==> config.mk <==
export PLATFORM = sky130hd
export DESIGN_NAME = pmrbc_top
export DESIGN_NICKNAME = d
export VERILOG_FILES = /design/src/pmrbc_pkg.sv /design/src/pmrbc_top.sv
export SDC_FILE = /design/constraint.sdc
export NUM_CORES = 1
export LEC_CHECK = 0
export ABC_AREA = 0
export BUFFER_PORTS_ARGS = -buffer_cell sky130_fd_sc_hd__buf_2
export CAP_MARGIN = 10
export CORE_MARGIN = 2
export CORE_UTILIZATION = 55
export DETAILED_ROUTE_END_ITERATION = 7
export PLACE_DENSITY = 0.9
export SKIP_CTS_REPAIR_TIMING = 1
export SKIP_LAST_GASP = 1
export SLEW_MARGIN = 20
export SYNTH_ARGS = -nofsm -noshare
export SYNTH_HDL_FRONTEND = slang
export SYNTH_SLANG_ARGS = --single-unit
export TNS_END_PERCENT = 50
==> constraint.sdc <==
create_clock -name ref_clk -period 13.8 [get_ports ref_clk]
set_input_delay 2.07 -clock ref_clk [delete_from_list [all_inputs] [get_ports ref_clk]]
set_output_delay 2.07 -clock ref_clk [all_outputs]
set_load 0.05 [all_outputs]
==> src/pmrbc_pkg.sv <==
package pmrbc_pkg;

    ////////////////////////////////////////////////////////////////////////////////
    // Register map, byte addresses on the 8-bit register port.
    localparam int ADDR_W = 8;
    localparam logic [7:0] OFS_MODE = 8'h00;
    localparam logic [7:0] OFS_CLK = 8'h04;
    localparam logic [7:0] OFS_STATUS = 8'h08;
    localparam logic [7:0] OFS_CAUSE = 8'h0C;
    localparam logic [7:0] OFS_RSTCTL = 8'h10;
    localparam logic [7:0] OFS_MEMMAP = 8'h14;
    localparam logic [7:0] OFS_WAKE = 8'h18;
    localparam logic [7:0] OFS_BOOT = 8'h1C;

    // Field positions.
    localparam int CLK_SRC_LSB = 0;
    localparam int CLK_PLL_EN_BIT = 2;
    localparam int CLK_PLL_CON_BIT = 3;
    localparam int CLK_CPU_DIV_LSB = 4;
    localparam int CLK_USB_DIV_LSB = 12;
    localparam int ST_BROWN_BIT = 0;
    localparam int ST_RUN_BIT = 1;
    localparam int ST_MODE_LSB = 2;
    localparam int CAUSE_EXT_BIT = 0;
    localparam int CAUSE_WDT_BIT = 1;
    localparam int CAUSE_POR_BIT = 2;
    localparam int CAUSE_BROWNOUT_BIT = 3;
    localparam int MAP_SWAP_BIT = 2;

    // Reset values.
    localparam logic BROWNOUT_RST_EN_RESET = 1'b1;
    localparam logic EXT_WAKE_EN_RESET = 1'b0;
    localparam logic [3:0] CAUSE_RESET = 4'h4;
    localparam logic [31:0] BOOT_FETCH_ADDR = 32'h8100_0000;

    // Timing at a 100 ns reference clock.
    localparam int CNT_W = 13;
    localparam int CLK_PERIOD_NS = 100;
    localparam int RC_STARTUP_NS = 60000;
    localparam int RC_STARTUP_CYC_I = (RC_STARTUP_NS + CLK_PERIOD_NS - 1) / CLK_PERIOD_NS;
    localparam logic [CNT_W-1:0] RC_STARTUP_CYC = RC_STARTUP_CYC_I[CNT_W-1:0];
    localparam logic [CNT_W-1:0] RC_RESUME_CYC = 13'h0004;
    localparam logic [CNT_W-1:0] MAIN_RESUME_CYC = 13'h1000;

    ////////////////////////////////////////////////////////////////////////////////
    typedef enum logic [1:0] {
        MODE_RUN = 2'h0, MODE_SLEEP = 2'h1, MODE_PDOWN = 2'h2, MODE_DPDOWN = 2'h3
    } pmrbc_mode_t;
    typedef enum logic [1:0] {
        SRC_INTERNAL_RC_OSC = 2'h0, SRC_MAIN = 2'h1, SRC_RTC = 2'h2
    } pmrbc_src_t;
    typedef enum logic [1:0] {
        VEC_BOOT_ROM = 2'h0, VEC_SRAM = 2'h1, VEC_EXT = 2'h2
    } pmrbc_vec_t;
    typedef enum logic [5:0] {
        ST_RESET = 6'h01, ST_RUN = 6'h02, ST_SLEEP = 6'h04,
        ST_PDOWN = 6'h08, ST_DPDOWN = 6'h10, ST_WAKE = 6'h20
    } pmrbc_state_t;

    typedef struct packed {
        logic internal_rc_osc_power;
        logic internal_rc_osc_out_en;
        logic main_osc_en;
        logic rtc_osc_en;
        logic cpu_clk_en;
        logic periph_clk_en;
        logic pins_hold;
        logic regulator_en;
    } pmrbc_gate_t;

    typedef struct packed {
        pmrbc_src_t src;
        logic pll_enable;
        logic pll_connect;
        logic [7:0] cpu_div;
        logic [3:0] usb_div;
    } pmrbc_clkcfg_t;

endpackage

==> src/pmrbc_top.sv <==
`timescale 1ns/100ps
module pmrbc_top #(
    parameter int NUM_EXT_IRQ = 72,
    parameter logic [12:0] RESET_HOLD_CYC = 13'h0040,
    parameter logic [12:0] MAIN_WAKE_CYC = pmrbc_pkg::MAIN_RESUME_CYC
) (
    input wire logic ref_clk,
    input wire logic reset,
    input wire logic [pmrbc_pkg::ADDR_W-1:0] reg_addr,
    input wire logic [31:0] reg_wdata,
    input wire logic reg_wr,
    input wire logic reg_rd,
    output logic [31:0] reg_rdata,
    input wire logic ext_reset_n,
    input wire logic wdt_reset_req,
    input wire logic brownout_warn_in,
    input wire logic brownout_reset_in,
    input wire logic rtc_irq,
    input wire logic rtc_alarm,
    input wire logic boot_width_pin_hi,
    input wire logic boot_width_pin_lo,
    input wire logic [NUM_EXT_IRQ-1:0] ext_irq,
    output pmrbc_pkg::pmrbc_gate_t gates,
    output pmrbc_pkg::pmrbc_clkcfg_t clk_cfg,
    output logic chip_reset,
    output logic cpu_run,
    output logic brownout_irq,
    output logic [31:0] boot_fetch_addr,
    output logic [1:0] boot_width,
    output logic unused_addr_gpio,
    output logic cs_swap,
    output pmrbc_pkg::pmrbc_vec_t vector_map
);
    import pmrbc_pkg::*;

    ////////////////////////////////////////////////////////////////////////////////
    // Pin synchronisers. Only the second stage is ever read.
    localparam int NPIN = NUM_EXT_IRQ + 7;
    logic [NPIN-1:0] pin_raw;
    logic [NPIN-1:0] pin_meta;
    logic [NPIN-1:0] pin_sync;

    assign pin_raw = {ext_irq, boot_width_pin_lo, boot_width_pin_hi, rtc_alarm, rtc_irq,
                      brownout_reset_in, brownout_warn_in, ext_reset_n};

    // The reset pin idles high, so both stages start at one for that bit.
    always_ff @(posedge ref_clk or posedge reset) begin
        if (reset) begin
            pin_meta <= {{(NPIN-1){1'b0}}, 1'b1};
            pin_sync <= {{(NPIN-1){1'b0}}, 1'b1};
        end else begin
            pin_meta <= pin_raw;
            pin_sync <= pin_meta;
        end
    end

    logic ext_rst_s;
    logic brownout_warn_s;
    logic brownout_rst_s;
    logic rtc_irq_s;
    logic rtc_alarm_s;
    logic [1:0] boot_pins_s;
    logic ext_irq_any;

    assign ext_rst_s = ~pin_sync[0];
    assign brownout_warn_s = pin_sync[1];
    assign brownout_rst_s = pin_sync[2];
    assign rtc_irq_s = pin_sync[3];
    assign rtc_alarm_s = pin_sync[4];
    assign boot_pins_s = {pin_sync[5], pin_sync[6]};
    assign ext_irq_any = |pin_sync[NPIN-1:7];

    ////////////////////////////////////////////////////////////////////////////////
    // Software state.
    pmrbc_state_t state;
    pmrbc_state_t next_state;
    pmrbc_clkcfg_t cfg;
    pmrbc_vec_t vec_map;
    logic brownout_rst_en;
    logic ext_wake_en;
    logic swap;
    logic [3:0] cause;
    logic [1:0] width;
    logic por_pending;
    logic [CNT_W-1:0] rst_cnt;
    logic [CNT_W-1:0] wake_cnt;
    logic [CNT_W-1:0] rst_release;
    logic [CNT_W-1:0] wake_target;

    logic wr_mode;
    logic [1:0] mode_req;
    logic rst_src;
    logic wake_ok;
    logic sw_clear;
    logic low_power_entry;

    assign wr_mode = reg_wr && (reg_addr == OFS_MODE) && (state == ST_RUN);
    assign mode_req = reg_wdata[1:0];
    assign sw_clear = (state == ST_RESET);
    // A brownout reset only counts while software leaves its enable set.
    assign rst_src = ext_rst_s | wdt_reset_req | (brownout_rst_s & brownout_rst_en);
    // Only clockless sources can end Sleep or Power-down.
    assign wake_ok = rtc_irq_s | (ext_irq_any & ext_wake_en);
    assign low_power_entry = (next_state == ST_SLEEP) || (next_state == ST_PDOWN)
                             || (next_state == ST_DPDOWN);
    // Release waits for the RC oscillator to start and then for the fixed hold count.
    assign rst_release = RC_STARTUP_CYC + RESET_HOLD_CYC;

    always_comb begin
        if (cfg.src == SRC_MAIN) begin
            wake_target = MAIN_WAKE_CYC;
        end else if (state == ST_PDOWN) begin
            wake_target = RC_STARTUP_CYC + RC_RESUME_CYC;
        end else begin
            wake_target = RC_RESUME_CYC;
        end
    end

    ////////////////////////////////////////////////////////////////////////////////
    // Sequencer.
    always_comb begin
        next_state = state;
        case (state)
            ST_RESET: begin
                if (!rst_src && rst_cnt >= rst_release) begin
                    next_state = ST_RUN;
                end
            end
            ST_RUN: begin
                if (wr_mode) begin
                    case (mode_req)
                        MODE_SLEEP: next_state = ST_SLEEP;
                        MODE_PDOWN: next_state = ST_PDOWN;
                        MODE_DPDOWN: next_state = ST_DPDOWN;
                        default: next_state = ST_RUN;
                    endcase
                end
            end
            ST_SLEEP: begin
                if (wake_ok) begin
                    next_state = ST_WAKE;
                end
            end
            ST_PDOWN: begin
                if (wake_ok) begin
                    next_state = ST_WAKE;
                end
            end
            ST_DPDOWN: begin
                if (rtc_alarm_s) begin
                    next_state = ST_RESET;
                end
            end
            ST_WAKE: begin
                if (wake_cnt <= 13'h0001) begin
                    next_state = ST_RUN;
                end
            end
            default: next_state = ST_RESET;
        endcase
        // With the regulator off only the reset pin and the RTC alarm are still heard.
        if (state == ST_DPDOWN) begin
            if (ext_rst_s) begin
                next_state = ST_RESET;
            end
        end else if (rst_src) begin
            next_state = ST_RESET;
        end
    end

    // Power-on starts here as well, so a supply return is a normal start-up.
    always_ff @(posedge ref_clk or posedge reset) begin
        if (reset) begin
            state <= ST_RESET;
        end else begin
            state <= next_state;
        end
    end

    always_ff @(posedge ref_clk or posedge reset) begin
        if (reset) begin
            rst_cnt <= '0;
        end else if (state != ST_RESET || rst_src) begin
            rst_cnt <= '0;
        end else if (rst_cnt != {CNT_W{1'b1}}) begin
            rst_cnt <= rst_cnt + 13'h0001;
        end
    end

    always_ff @(posedge ref_clk or posedge reset) begin
        if (reset) begin
            wake_cnt <= '0;
        end else if (next_state == ST_WAKE && state != ST_WAKE) begin
            wake_cnt <= wake_target;
        end else if (state == ST_WAKE && wake_cnt != '0) begin
            wake_cnt <= wake_cnt - 13'h0001;
        end
    end

    ////////////////////////////////////////////////////////////////////////////////
    // Clock configuration. Hardware only ever clears it; software must rebuild it.
    always_ff @(posedge ref_clk or posedge reset) begin
        if (reset) begin
            cfg <= '0;
        end else if (sw_clear) begin
            cfg <= '0;
        end else if (state == ST_RUN && low_power_entry) begin
            cfg.pll_enable <= 1'b0;
            cfg.pll_connect <= 1'b0;
            cfg.cpu_div <= '0;
            cfg.usb_div <= '0;
        end else if (reg_wr && reg_addr == OFS_CLK && state == ST_RUN) begin
            cfg.src <= pmrbc_src_t'(reg_wdata[CLK_SRC_LSB +: 2]);
            cfg.pll_enable <= reg_wdata[CLK_PLL_EN_BIT];
            // Connecting is refused while the PLL is off, so it stays bypassed.
            cfg.pll_connect <= reg_wdata[CLK_PLL_CON_BIT] & cfg.pll_enable;
            cfg.cpu_div <= reg_wdata[CLK_CPU_DIV_LSB +: 8];
            cfg.usb_div <= reg_wdata[CLK_USB_DIV_LSB +: 4];
        end
    end

    always_ff @(posedge ref_clk or posedge reset) begin
        if (reset) begin
            brownout_rst_en <= BROWNOUT_RST_EN_RESET;
            ext_wake_en <= EXT_WAKE_EN_RESET;
            vec_map <= VEC_EXT;
        end else if (sw_clear) begin
            brownout_rst_en <= BROWNOUT_RST_EN_RESET;
            ext_wake_en <= EXT_WAKE_EN_RESET;
            vec_map <= VEC_EXT;
        end else if (reg_wr) begin
            if (reg_addr == OFS_RSTCTL) begin
                brownout_rst_en <= reg_wdata[0];
            end
            if (reg_addr == OFS_WAKE) begin
                ext_wake_en <= reg_wdata[0];
            end
            if (reg_addr == OFS_MEMMAP && reg_wdata[1:0] != 2'h3) begin
                vec_map <= pmrbc_vec_t'(reg_wdata[1:0]);
            end
        end
    end

    ////////////////////////////////////////////////////////////////////////////////
    // Boot straps are taken once, when the first reset after power-on ends.
    always_ff @(posedge ref_clk or posedge reset) begin
        if (reset) begin
            por_pending <= 1'b1;
            width <= 2'h0;
            swap <= 1'b0;
        end else if (por_pending && state == ST_RESET && next_state == ST_RUN) begin
            por_pending <= 1'b0;
            width <= boot_pins_s;
            swap <= 1'b1;
        end else if (reg_wr && reg_addr == OFS_MEMMAP) begin
            swap <= reg_wdata[MAP_SWAP_BIT];
        end
    end

    // Reset causes are sticky; a new cause wins over a write-one clear.
    logic [3:0] cause_set;
    logic [3:0] cause_clr;
    assign cause_set = {brownout_rst_s & brownout_rst_en, 1'b0, wdt_reset_req, ext_rst_s};
    assign cause_clr = (reg_wr && reg_addr == OFS_CAUSE) ? reg_wdata[3:0] : 4'h0;

    always_ff @(posedge ref_clk or posedge reset) begin
        if (reset) begin
            cause <= CAUSE_RESET;
        end else begin
            cause <= (cause & ~cause_clr) | cause_set;
        end
    end

    ////////////////////////////////////////////////////////////////////////////////
    // Gating is decoded from the next state, so it lands on the request edge.
    pmrbc_gate_t next_gates;

    always_comb begin
        next_gates = '{internal_rc_osc_power: 1'b1, internal_rc_osc_out_en: 1'b1,
                       main_osc_en: 1'b0, rtc_osc_en: 1'b1, cpu_clk_en: 1'b1,
                       periph_clk_en: 1'b1, pins_hold: 1'b0, regulator_en: 1'b1};
        next_gates.main_osc_en = (cfg.src == SRC_MAIN) && !low_power_entry;
        case (next_state)
            ST_SLEEP, ST_PDOWN, ST_DPDOWN: begin
                next_gates.internal_rc_osc_out_en = 1'b0;
                next_gates.cpu_clk_en = 1'b0;
                next_gates.periph_clk_en = 1'b0;
                next_gates.pins_hold = 1'b1;
                next_gates.internal_rc_osc_power = (next_state == ST_SLEEP);
                next_gates.regulator_en = (next_state != ST_DPDOWN);
            end
            ST_RESET: begin
                next_gates.main_osc_en = 1'b0;
            end
            default: begin
                next_gates.internal_rc_osc_out_en = 1'b1;
            end
        endcase
    end

    always_ff @(posedge ref_clk or posedge reset) begin
        if (reset) begin
            gates <= '{internal_rc_osc_power: 1'b1, internal_rc_osc_out_en: 1'b1,
                       main_osc_en: 1'b0, rtc_osc_en: 1'b1, cpu_clk_en: 1'b1,
                       periph_clk_en: 1'b1, pins_hold: 1'b0, regulator_en: 1'b1};
            chip_reset <= 1'b1;
            cpu_run <= 1'b0;
            clk_cfg <= '0;
            brownout_irq <= 1'b0;
            boot_width <= 2'h0;
            unused_addr_gpio <= 1'b0;
            cs_swap <= 1'b0;
            vector_map <= VEC_EXT;
            boot_fetch_addr <= BOOT_FETCH_ADDR;
        end else begin
            gates <= next_gates;
            chip_reset <= (next_state == ST_RESET);
            cpu_run <= (next_state == ST_RUN);
            clk_cfg <= cfg;
            brownout_irq <= brownout_warn_s;
            boot_width <= width;
            unused_addr_gpio <= ~por_pending;
            cs_swap <= swap;
            vector_map <= vec_map;
            boot_fetch_addr <= BOOT_FETCH_ADDR;
        end
    end

    ////////////////////////////////////////////////////////////////////////////////
    // Register read port; unmapped addresses read as zero.
    logic [1:0] mode_code;

    always_comb begin
        case (state)
            ST_SLEEP: mode_code = MODE_SLEEP;
            ST_PDOWN: mode_code = MODE_PDOWN;
            ST_DPDOWN: mode_code = MODE_DPDOWN;
            default: mode_code = MODE_RUN;
        endcase
    end

    always_ff @(posedge ref_clk or posedge reset) begin
        if (reset) begin
            reg_rdata <= 32'h0000_0000;
        end else if (reg_rd) begin
            case (reg_addr)
                OFS_MODE: reg_rdata <= {30'h0, mode_code};
                OFS_CLK: reg_rdata <= {16'h0000, cfg.usb_div, cfg.cpu_div,
                                       cfg.pll_connect, cfg.pll_enable, cfg.src};
                OFS_STATUS: reg_rdata <= {28'h0, mode_code, state == ST_RUN,
                                          brownout_warn_s};
                OFS_CAUSE: reg_rdata <= {28'h0, cause};
                OFS_RSTCTL: reg_rdata <= {31'h0, brownout_rst_en};
                OFS_MEMMAP: reg_rdata <= {29'h0, swap, vec_map};
                OFS_WAKE: reg_rdata <= {31'h0, ext_wake_en};
                OFS_BOOT: reg_rdata <= {30'h0, width};
                default: reg_rdata <= 32'h0000_0000;
            endcase
        end else begin
            reg_rdata <= 32'h0000_0000;
        end
    end

endmodule

; ---- Word level (Yosys, flattened, before mapping)
; Index checks and enable logic that the tools add are counted.
[totals]
wordCells = 157
in_bits = 124
regBits = 282
output_inout_bits = 97
[classes]
n_mux = 39
eq_ne = 29
n_reduce_logical = 37
n_addsub = 2
bitwise = 11
n_lt_le_gt_ge = 2
[op_table]
columns = cell, n
row1 = case mux 16 bit (8 select lines), 1
row2 = OR reduction 72 bit, 1
row3 = 2-to-1 mux 13 bit, 5
row4 = 2-to-1 mux 6 bit, 8
row5 = "== test 8 x 5 -> 1 bit, second input constant", 4
row6 = 2-to-1 mux 16 bit, 2
row7 = 2-to-1 mux 32 bit, 1
row8 = case mux 6 bit (5 select lines), 1
row9 = "== test 8 x 4 -> 1 bit, second input constant", 2
row10 = nonzero test 2 bit, 8
row11 = case mux 5 bit (3 select lines), 1
row12 = logical AND 1 bit, 14
row13 = 2-to-1 mux 14 bit, 1
row14 = "adder 13 x 1 -> 13 bit, second input constant", 1
row15 = ">= comparator 13 x 10 -> 1 bit, second input constant", 1
row16 = "<= comparator 13 x 1 -> 1 bit, second input constant", 1
row17 = "!= test 13 bit, second input constant", 1
row18 = nonzero test 13 bit, 1
row19 = "subtractor 13 x 1 -> 13 bit, second input constant", 1
row20 = "== test 6 x 1 -> 1 bit, second input constant", 2
row21 = "== test 6 x 2 -> 1 bit, second input constant", 2
row22 = "== test 6 x 3 -> 1 bit, second input constant", 2
row23 = "== test 6 x 4 -> 1 bit, second input constant", 2
row24 = "== test 6 x 5 -> 1 bit, second input constant", 2
row25 = 26 further kinds, 55

; ---- Logic depth before layout (Yosys ltp)
; Gate-level depths: netlist of the first run.
[logic_depth]
word_depth = 15
ltp_mapped = 9
ltp_nobuf = 8

; ---- Worst setup path before layout of the first run
; OpenSTA, ideal clock, no wires.
[synth_timing]
path_kind = input to register
start = input port reg_addr[5] in the netlist's numbering
end = register cfg[0] in the netlist's numbering
required_ps = 13679
setup_ps = 121
n_path_buf = 2
stages = 7
arrival_ps = 3695
setup_slack_ps = 9984
path_cell_list = or4_1 nor2_1 and3_1 buf_2 a211oi_1 buf_2 a22o_1
[synth_between]
elab_chain_cells = 13
elab_cells_between_ends = 20
cone_classes = eq/ne (4) / mux (7) / reduce/logical (9)
[synth_lines]
columns = element, line_no
row1 = "start, declared", pmrbc_top.sv:9  ; input wire logic [pmrbc_pkg::ADDR_W-1:0] reg_addr,
row2 = logical NOT 8 bit, pmrbc_top.sv:97  ; assign wr_mode = reg_wr && (reg_addr == OFS_MODE) && (state == ST_RUN);
row3 = logical AND 1 bit (2 in series), pmrbc_top.sv:97
row4 = 2-to-1 mux 6 bit, pmrbc_top.sv:130  ; if (wr_mode) begin
row5 = case mux 6 bit (5 select lines), pmrbc_top.sv:123  ; case (state)
row6 = 2-to-1 mux 6 bit (on tied branches), "pmrbc_top.sv:166, pmrbc_top.sv:163"
row7 = 2-to-1 mux 6 bit, pmrbc_top.sv:162  ; if (state == ST_DPDOWN) begin
row8 = == test 6 x 3 -> 1 bit or == test 6 x 4 -> 1 bit (tied branches), pmrbc_top.sv:104  ; assign low_power_entry = (next_state == ST_SLEEP) || (next_state == ST_PDOWN)
row9 = logical OR 1 bit, pmrbc_top.sv:104
row10 = logical OR 1 bit, pmrbc_top.sv:105  ; || (next_state == ST_DPDOWN);
row11 = logical AND 1 bit, pmrbc_top.sv:207  ; end else if (state == ST_RUN && low_power_entry) begin
row12 = 2-to-1 mux 14 bit, pmrbc_top.sv:207
row13 = 2-to-1 mux 16 bit, pmrbc_top.sv:205  ; end else if (sw_clear) begin
row14 = "end, declared", pmrbc_top.sv:77  ; pmrbc_clkcfg_t cfg;
; Parallel ways exist; a longest one is shown, timed or not.
; A chain may end at the register's enable or synchronous reset.

; ---- Worst setup path after layout of the first run
; Ends and elaborated chain as after synthesis.

==> impl_metrics.env, run 1 <==
export IMPL_total_routing_usage_reported_by_global_routing_pct=19.7
export IMPL_timing_critical_path_max_delay_family="simple AND/OR/NAND/NOR gates"
export IMPL_cell_internal_pwr_mw=1.17
export IMPL_worstHoldEndpoint="pin_sync[46]"
export IMPL_fmax_mhz=246
export IMPL_synth_area_top_cells="dfrtp_1 (69%), buf_4 (4.2%), dfstp_2 (3.4%)"
export IMPL_ys_flop_type="dfrtp_1"
export IMPL_slowest_stage="and3_1"
export IMPL_critPathCaptureType="flip-flop"
export IMPL_power_frac_seq_pct=52.9
export IMPL_outcome="complete, no violations"
export IMPL_cts_sink_count=264
export IMPL_timing_hold_worst_start="pin_meta[46]"
export IMPL_dpl_cell_area_mm2=0.00997
export IMPL_cts_tree="built"
export IMPL_startpoint_type="input pin"
export IMPL_crit_path_required_time_ps=14200
export IMPL_rrSetupSlack_ps=10950
export IMPL_postLayoutSetupSlackWorst_ps=9740
export IMPL_area_growth_synth_to_final_pct=17.5
export IMPL_criticalPathCategory="in2reg"
export IMPL_worst_slew_pin_transition_ps=936
export IMPL_worst_path_max_fanout=19
export IMPL_post_route_cells_drive_above_1_share_pct=28.3
export IMPL_floorplan_io_pins=221
export IMPL_post_route_drc_count=0
export IMPL_timing_max_transition_violations_final=0
export IMPL_antenna_found_initial=2
export IMPL_dieWidth_um=133
export IMPL_root_cell_of_the_clock_tree="clkbuf_16"
export IMPL_post_route_cell_area_mm2=0.0108
export IMPL_arrival_ps=4460
export IMPL_cts_clk_slew_worst_paths_ps=70
export IMPL_routed_wirelength_mm=17.2
export IMPL_min_period_over_period_pct=29.4
export IMPL_worstReg2RegStart="state[4]"
export IMPL_post_place_setup_slack_ps=9240
export IMPL_post_synth_instance_area_mm2=0.00917
export IMPL_finalHoldViolations=0
export IMPL_synth_most_common_cell="dfrtp_1"
export IMPL_cap_violations=0
export IMPL_fin_skew_ps=21.9
export IMPL_synth_common_cells="dfrtp_1 (252), nor2_1 (53), buf_4 (51), nand2_1 (31), nor4_1 (23)"
export IMPL_tns_ps=0
export IMPL_largest_net_degree_at_the_start_of_global_routing=121
export IMPL_cts_htree_levels=1
export IMPL_synthesis_instances=657
export IMPL_synth_top_area_cell="dfrtp_1"
export IMPL_drtIter0Drc=257
export IMPL_drt_pre_antenna_iters=5
export IMPL_seq_area_mm2=0.00662
export IMPL_holdPathStages=0
export IMPL_crit_cells=6
export IMPL_synth_yosys_seq_area_share_pct=72.2
export IMPL_drt_antenna_violating_nets=0
export IMPL_first_global_vias=5493
export IMPL_route_detailed_vias_per_inst=5.11
export IMPL_initial_core_util_pct=55.7
export IMPL_worst_ir_drop_vdd_mv=0.147
export IMPL_unrepaired_setup_endpoints_after_global_routing="false"
export IMPL_placementRows=47
export IMPL_net_switching_share_of_the_total_power_pct=23.2
export IMPL_dp_final_hpwl_mm=11.1
export IMPL_critical_path_startpoint="reg_addr[5]"
export IMPL_clockBufferDepth=3
export IMPL_synth_edff_count=0
export IMPL_p_leak_nw=5.10
export IMPL_power_switching_mw=0.353
export IMPL_avgRoutedWirePerCell_um=16.2
export IMPL_setup_viol=0
export IMPL_clk_insertion_delay_late_ps=530
export IMPL_tritoncts_buffers=25
export IMPL_r2r_end="cfg[0]"
export IMPL_layout_min_cycle_time_ps=4060
export IMPL_netlist_area_leader_share_pct=68.8
export IMPL_power_combinational_fraction_pct=4.6
export IMPL_multi_input_comb_area_mm2=0.00223
export IMPL_slew_limit_headroom_pct=37.5
export IMPL_grt_ovfl_total=0
export IMPL_die_area_mm2=0.0177
export IMPL_fillerInstances=1143
export IMPL_timing_critical_path_slowest_cell_delay_ps=720
export IMPL_worstRegToRegCells=5
export IMPL_critical_path_cell_chain="buf_2, or4_1, nor2_1, and3_1, a211oi_2, a22o_1"
export IMPL_io_buffers=155
export IMPL_die_y_um=133
export IMPL_power_share_of_the_clock_group_pct=42.5
export IMPL_async_reset_ff_share_pct=100
export IMPL_core_region_area_mm2=0.0165
export IMPL_path_buf_inv=1
export IMPL_pwr_density_cell_mw_per_mm2=141
export IMPL_worst_hold_path_type="reg2reg"
export IMPL_grt_first_pass_wirelength_mm=27.7
export IMPL_finish_net_count=949
export IMPL_synth_cell_type_count=58
export IMPL_gp_congestion=0.881
export IMPL_yosys_register_bits=264
export IMPL_yosys_warnings=0
export IMPL_vias=5408
export IMPL_avgSynthCellArea_um2=14.0
worst max path at each step:
stage / to / slack (ps)
final: cfg[0] / 9740
after global routing: rst_cnt[10] / 9410
after global placement: clk_cfg[7] / 9280
after CTS: rst_cnt[12] / 9760
after detailed placement: clk_cfg[7] / 9240
after floorplan: boot_width[0] / 4480
cell type report:
| type | count | share of cell area (%) |
|---|---|---|
| Antenna cell | 1 | 0.0232 |
| Clock buffer | 30 | 6.35 |
| Multi-Input combinational cell | 359 | 20.7 |
| Clock inverter | 15 | 1.03 |
| Timing Repair Buffer | 158 | 7.41 |
| Sequential cell | 264 | 61.5 |
| Inverter | 12 | 0.488 |
| Tap cell | 220 | 2.56 |
per-layer routing:
metal  wire length [um]  up-vias  GRT usage, %
met5                 11        -             0
li1                   -     2483             -
met4                444        2          4.85
met1               6680     2656          25.2
met2               8700      226          34.1
met3               1330       41          4.87
per-stage QoR:
| step | instances | util [%] | hold WS, ps | power (mW) |
|---|---|---|---|---|
| final | 1059 | 65.4 | 344 | 1.52 |
| after global routing | 1058 | 65.4 | 350 | 1.58 |
| after CTS | 1058 | 65.4 | 347 | 1.54 |
| after detailed placement | 1013 | 60.6 | 335 | 0.890 |
| after global placement | 1013 | 60.6 | 332 | 0.887 |
| after floorplan | 704 | - | 331 | 0.876 |
worst register-to-register path: stages (launching register included):
cell and delay, ps:
dfrtp_1 470, or2_2 350, nor4b_1 540, and3_1 770, a211oi_2 310, a22o_1 290
registers in the layout, summed over array words and instances (netlist names), 4 cells and up:
name / cells
state: 6
pin_sync: 79
pin_meta: 79
clk_cfg: 16
cfg: 16
wake_cnt: 13
reg_rdata: 16
cause: 4
gates: 5
rst_cnt: 13
power groups by stage:
stage                     Combinational [mW]  Sequential (mW)  Clock (mW)
after detailed placement              0.0696            0.820           0
after floorplan                       0.0575            0.819           0
after CTS                             0.0706            0.807       0.660
after global routing                  0.0762            0.808       0.695
after global placement                0.0686            0.818           0
final                                 0.0698            0.806       0.648
cell usage in the layout, fill, tap and decap left out, drive strengths merged, types with 15 or more instances in the layout:
master	count
and2	15
buf	158
clkbuf	30
conb	49
dfrtp	252
nand2	31
nor2	56
nor4	25
xor2	16
cell families (layout without fill, tap and decap cells):
kind of cell	after synthesis	count (layout)	synth area share, %
flip-flops	264	264	72.2
AND/OR/NAND/NOR	201	201	12.2
buffers and inverters	81	215	5.50
AO/OA/AOI/OAI	65	65	5.27
XOR/XNOR	23	23	2.20
multiplexers	16	16	1.90
adder cells (fa/ha/maj)	5	5	0.682
other	2	50	0.0819
Power figures use the tool's default switching activity.
==> inputs of run 2 (changes only) <==
Settings changed: ABC_AREA 0 to 1, CORE_UTILIZATION 55 to 48, PLACE_DENSITY 0.9 to 0.83.
Clock period 13.8 ns to 3.7 ns, I/O delays scaled along.
==> run 2 against run 1 <==
Net effect:
- first-iteration DRC count rose by 31%
- clock skew down 8.8 ps
- final area rose by 5.4%
- final cell count is 20% higher
- largest power group unchanged
- clock-buffer cell count unchanged
- wire length up 4.7%
- clock power increased to 4.6 times the previous value
==> impl_metrics.env, run 2 <==
export IMPL_outcome="complete, no violations"
export IMPL_crit_path_required_time_ps=4100
export IMPL_async_reset_ff_share_pct=100
export IMPL_critical_path_startpoint="state[3]"
export IMPL_vias=5846
export IMPL_drtIter0Drc=337
export IMPL_fin_skew_ps=13.1
export IMPL_root_cell_of_the_clock_tree="clkbuf_16"
export IMPL_finish_net_count=1111
export IMPL_cap_violations=0
export IMPL_total_routing_usage_reported_by_global_routing_pct=17.4
export IMPL_post_synth_instance_area_mm2=0.00942
export IMPL_worst_ir_drop_vdd_mv=0.545
export IMPL_largest_registers="pin_meta x79, pin_sync x79"
export IMPL_first_global_vias=5642
export IMPL_tritoncts_buffers=27
export IMPL_slew_limit_headroom_pct=45.5
export IMPL_timing_max_transition_violations_final=0
export IMPL_worst_path_max_fanout=14
export IMPL_unrepaired_setup_endpoints_after_global_routing="false"
export IMPL_pwr_density_cell_mw_per_mm2=549
export IMPL_criticalPathCategory="reg2reg"
export IMPL_routed_wirelength_mm=18.0
export IMPL_initial_core_util_pct=48.7
export IMPL_floorplan_io_pins=221
export IMPL_placedCellCount=1218
export IMPL_yosys_warnings=0
export IMPL_synth_edff_count=0
export IMPL_worst_hold_path_type="in2reg"
export IMPL_route_detailed_vias_per_inst=4.60
export IMPL_p_leak_nw=5.78
export IMPL_yosys_register_bits=264
export IMPL_post_route_drc_count=0
export IMPL_critPathCaptureType="flip-flop"
export IMPL_die_y_um=144
export IMPL_largest_net_degree_at_the_start_of_global_routing=80
export IMPL_timing_hold_worst_start="ext_irq[46]"
export IMPL_cts_htree_levels=1
export IMPL_cts_clk_slew_worst_paths_ps=60
export IMPL_dieWidth_um=144
export IMPL_layout_cells_most_common_list="dfrtp_1 (252), buf_2 (155), nand2_1 (142), nor2_1 (81), inv_1 (72)"
export IMPL_synthesis_instances=803
export IMPL_avgRoutedWirePerCell_um=14.1
export IMPL_startpoint_type="flip-flop"
export IMPL_avgSynthCellArea_um2=11.7
export IMPL_io_buffers=155
export IMPL_grt_ovfl_total=0
export IMPL_cts_tree="built"
export IMPL_fillerInstances=1552
export IMPL_antenna_found_initial=3
export IMPL_drt_pre_antenna_iters=5
export IMPL_cts_sink_count=264
export IMPL_placementRows=51
export IMPL_synth_top_area_cell="dfrtp_1"
export IMPL_grt_first_pass_wirelength_mm=28.1
export IMPL_area_growth_synth_to_final_pct=20.5
export IMPL_dp_final_hpwl_mm=12.8
export IMPL_finalHoldViolations=0
export IMPL_clockBufferDepth=3
export IMPL_netlist_area_leader_share_pct=67.0
export IMPL_setup_viol=0
export IMPL_layout_min_cycle_time_ps=2520
export IMPL_fmax_mhz=397
export IMPL_synth_common_cells="dfrtp_1 (252), nand2_1 (142), nor2_1 (81), inv_1 (73), buf_4 (51)"
export IMPL_post_route_cells_drive_above_1_share_pct=26.9
export IMPL_synth_area_top_cells="dfrtp_1 (67%), nand2_1 (5.7%), buf_4 (4.1%)"
export IMPL_min_period_over_period_pct=68.1
export IMPL_ys_flop_type="dfrtp_1"
export IMPL_synth_most_common_cell="dfrtp_1"
export IMPL_drt_antenna_violating_nets=0
export IMPL_worst_slew_pin_transition_ps=816
export IMPL_synth_yosys_seq_area_share_pct=70.3
export IMPL_die_area_mm2=0.0208
export IMPL_clk_insertion_delay_late_ps=520
export IMPL_tns_ps=0
export IMPL_core_region_area_mm2=0.0193
export IMPL_final_cell_count_no_fill=1270
export IMPL_layout_commonest_cell="dfrtp_1"
export IMPL_worstReg2RegStart="state[3]"
export IMPL_gp_congestion=0.899
export IMPL_arrival_ps=2920
export IMPL_synth_cell_type_count=46
run 2: worst max-delay path, cell delays in order (launching register included):
cell and delay (ps):
dfrtp_1 410, inv_1 140, nand2_4 80, inv_2 80, nand2_1 70, nor3_2 260, inv_2 130, o21ai_2 210
nand3_1 420, nand2_1 380, inv_2 110, nand2_1 70, nand2_1 50
run 2: cell families after synthesis:
kind of cell / count (synthesis) / share of synthesized area (%)
AND/OR/NAND/NOR: 328 / 16.5
flip-flops: 264 / 70.3
buffers and inverters: 140 / 7.83
AO/OA/AOI/OAI: 55 / 3.75
XOR/XNOR: 9 / 0.837
adder cells (fa/ha/maj): 5 / 0.664
other: 2 / 0.0797
run 2: routing by layer:
metal	track usage, %	part of all wire, %
met5	0	0
met4	6.91	3.7
met3	4.14	6.6
met2	29.1	48
met1	22.2	42
run 2: per-stage QoR:
stage	hold slack [ps]	setup slack, ps	util, %	power [mW]	instance area (um2)
after floorplan	331	-329	-	3.27	9600
after global placement	332	1190	53.5	3.32	10300
after detailed placement	335	1150	53.5	3.33	10300
after CTS	115	1200	58.7	6.31	11300
after global routing	114	952	58.7	6.46	11300
final	142	1180	58.7	6.23	11400
run 2: area by class of cell:
type | instances | area, um2 | area share [%]
Clock inverter | 18 | 285 | 2.51
Sequential cell | 264 | 6620 | 58.3
Tap cell | 265 | 332 | 2.92
Clock buffer | 30 | 707 | 6.23
Timing Repair Buffer | 161 | 846 | 7.45
Antenna cell | 4 | 10.0 | 0.0882
Inverter | 82 | 314 | 2.77
Multi-Input combinational cell | 446 | 2240 | 19.7
run 2: final timing paths:
path,slack (ps),depth (start not counted),to
worst min-delay path,140,1,pin_meta[53]
worst min register to register,340,0,pin_sync[13]
min in group asynchronous,190,2,clk_cfg[4]
worst max register to register,1180,12,wake_cnt[4]
worst max-delay path,1180,12,wake_cnt[4]
max in group asynchronous,2540,3,gates[3]
run 2: where the power goes:
group,internal [mW],switching [mW],total [mW]
clock network,1.87,1.09,2.96
logic,0.0574,0.212,0.269
registers,2.98,0.0265,3.01
==> inputs of run 3 (changes only) <==
Settings changed: ABC_AREA 1 to 0, CORE_UTILIZATION 48 to 53, PLACE_DENSITY 0.83 to 0.87.
Clock period 3.7 ns to 2.45 ns, I/O delays scaled along.
==> run 3 against run 2 <==
Net effect:
- clock power up 28%
- sequential share of layout area down 2.6 points
- hold slack worse by 93 ps
- core utilization up 11 points
- flip-flop and latch count unchanged
- via count up 3.7%
- sequential power up 51%
- final area up 4.6%
- non-clock buffer count up 109
- clock skew down 2.3 ps
- register-to-register slack worse by 1200 ps
==> impl_metrics.env, run 3 (synthesis results as in run 1) <==
export IMPL_outcome="complete, no violations"
export IMPL_worst_hold_path_type="in2reg"
export IMPL_cts_tree="built"
export IMPL_io_buffers=155
export IMPL_core_region_area_mm2=0.0171
export IMPL_unrepaired_setup_endpoints_after_global_routing="true"
export IMPL_antenna_found_initial=0
export IMPL_crit_path_required_time_ps=2860
export IMPL_avgRoutedWirePerCell_um=19.3
export IMPL_drt_pre_antenna_iters=8
export IMPL_post_place_setup_slack_ps=106
export IMPL_routed_wirelength_mm=22.6
export IMPL_vias=6064
export IMPL_grt_first_pass_wirelength_mm=28.8
export IMPL_layout_min_cycle_time_ps=2440
export IMPL_postLayoutSetupSlackWorst_ps=13.1
export IMPL_area_growth_synth_to_final_pct=29.5
export IMPL_route_detailed_vias_per_inst=5.17
export IMPL_placementRows=48
export IMPL_placedCellCount=1046
export IMPL_fin_skew_ps=10.8
export IMPL_root_cell_of_the_clock_tree="clkbuf_16"
export IMPL_worst_ir_drop_vdd_mv=0.828
export IMPL_clk_insertion_delay_late_ps=520
export IMPL_finish_net_count=1061
export IMPL_cts_htree_levels=1
export IMPL_floorplan_io_pins=221
export IMPL_worst_path_max_fanout=3
export IMPL_criticalPathCategory="reg2reg"
export IMPL_setup_viol=0
export IMPL_largest_registers="pin_meta x79, pin_sync x79"
export IMPL_cts_sink_count=264
export IMPL_pwr_density_cell_mw_per_mm2=747
export IMPL_timing_max_transition_violations_final=0
export IMPL_dieWidth_um=136
export IMPL_p_leak_nw=5.61
export IMPL_initial_core_util_pct=53.6
export IMPL_largest_net_degree_at_the_start_of_global_routing=108
export IMPL_post_route_drc_count=0
export IMPL_layout_cells_most_common_list="dfrtp_1 (252), buf_2 (155), dlygate4sd3_1 (80), nor2_1 (53), conb_1 (49)"
export IMPL_die_y_um=136
export IMPL_die_area_mm2=0.0184
export IMPL_finalHoldViolations=0
export IMPL_critPathCaptureType="flip-flop"
export IMPL_grt_ovfl_total=0
export IMPL_clockBufferDepth=3
export IMPL_final_cell_count_no_fill=1174
export IMPL_gp_congestion=0.861
export IMPL_post_route_cells_drive_above_1_share_pct=27.8
export IMPL_fmax_mhz=410
export IMPL_layout_commonest_cell="dfrtp_1"
export IMPL_slew_limit_headroom_pct=51.8
export IMPL_total_routing_usage_reported_by_global_routing_pct=20.0
export IMPL_tritoncts_buffers=25
export IMPL_min_period_over_period_pct=99.5
export IMPL_worst_slew_pin_transition_ps=722
export IMPL_arrival_ps=2840
export IMPL_drt_antenna_violating_nets=0
export IMPL_dp_final_hpwl_mm=11.8
export IMPL_cap_violations=0
export IMPL_startpoint_type="flip-flop"
export IMPL_drtIter0Drc=343
export IMPL_first_global_vias=5718
export IMPL_cts_clk_slew_worst_paths_ps=60
## run 3: cell types whose count changed in the layout (fill, tap and decap cells not counted), sizes merged, moves of 8 or more
| cell | previous run | this run |
|---|---|---|
| and2 | 1 | 15 |
| and3 | 0 | 8 |
| nor2 | 85 | 56 |
| buf | 161 | 190 |
| nor4 | 3 | 25 |
| nor3b | 12 | 0 |
| dlygate4sd3 | 0 | 80 |
| a22o | 0 | 14 |
| o21ai | 22 | 5 |
| xor2 | 6 | 16 |
| nand3 | 42 | 12 |
| inv | 83 | 12 |
| mux2i | 0 | 11 |
| nand2 | 157 | 31 |
## run 3: routing by layer
| layer | part of all wire [%] | vias up | global-route usage, % |
|---|---|---|---|
| li1 | - | 2712 | - |
| met1 | 39 | 3050 | 25.6 |
| met2 | 53 | 256 | 35.0 |
| met3 | 6.0 | 46 | 4.00 |
| met4 | 2.3 | 0 | 5.61 |
| met5 | 0 | - | 0 |
## run 3: worst paths after layout
kind                            slack, ps     startpoint            to  cells after the start
worst max-delay path                   10   wake_cnt[12]      width[0]                      6
worst min-delay path                   50  wdt_reset_req      cause[1]                      2
worst max register to register         10   wake_cnt[12]      width[0]                      6
worst min register to register        350   pin_meta[32]  pin_sync[32]                      0
max in group asynchronous            1290          reset  pin_sync[66]                      4
min in group asynchronous             370          reset   pin_meta[2]                      3
## run 3: layout make-up
class                   instances  area (um2)
flip-flops and latches        264        6620
clock buffers                  36         717
clock inverters                 7        78.8
fillers                      1014        5240
inverters                      12        48.8
diodes                          1        2.50
repair buffers                270        1890
well taps                     225         282
multi-input cells             359        2240
## run 3: power by group
part / leakage [nW] / total [mW] / internal, mW / switching, mW
registers: 3.20 / 4.55 / 4.50 / 0.0568
clock network: 0.395 / 3.78 / 2.15 / 1.63
logic: 2.02 / 0.534 / 0.176 / 0.357
total: 5.61 / 8.87 / 6.82 / 2.05
## run 3: stage by stage
| stage | cell area (um2) | util [%] | total power [mW] | setup TNS [ps] | hold slack [ps] |
|---|---|---|---|---|---|
| after floorplan | 9350 | - | 4.94 | -356250 | 331 |
| after detailed placement | 10200 | 59.8 | 5.03 | 0 | 296 |
| final | 11900 | 69.4 | 8.87 | 0 | 48.5 |
| after global placement | 10200 | 59.8 | 5.01 | 0 | 288 |
| after global routing | 11900 | 69.4 | 9.15 | -252 | 58.7 |
| after CTS | 11000 | 64.5 | 8.75 | 0 | -244 |
## run 3: critical path: stages, from the launching register on
cell and delay, ps:
dfrtp_1 410, or4_4 570, nor4_4 280, nor2_2 60, o221a_4 250, nor4_4 420, mux2_4 340
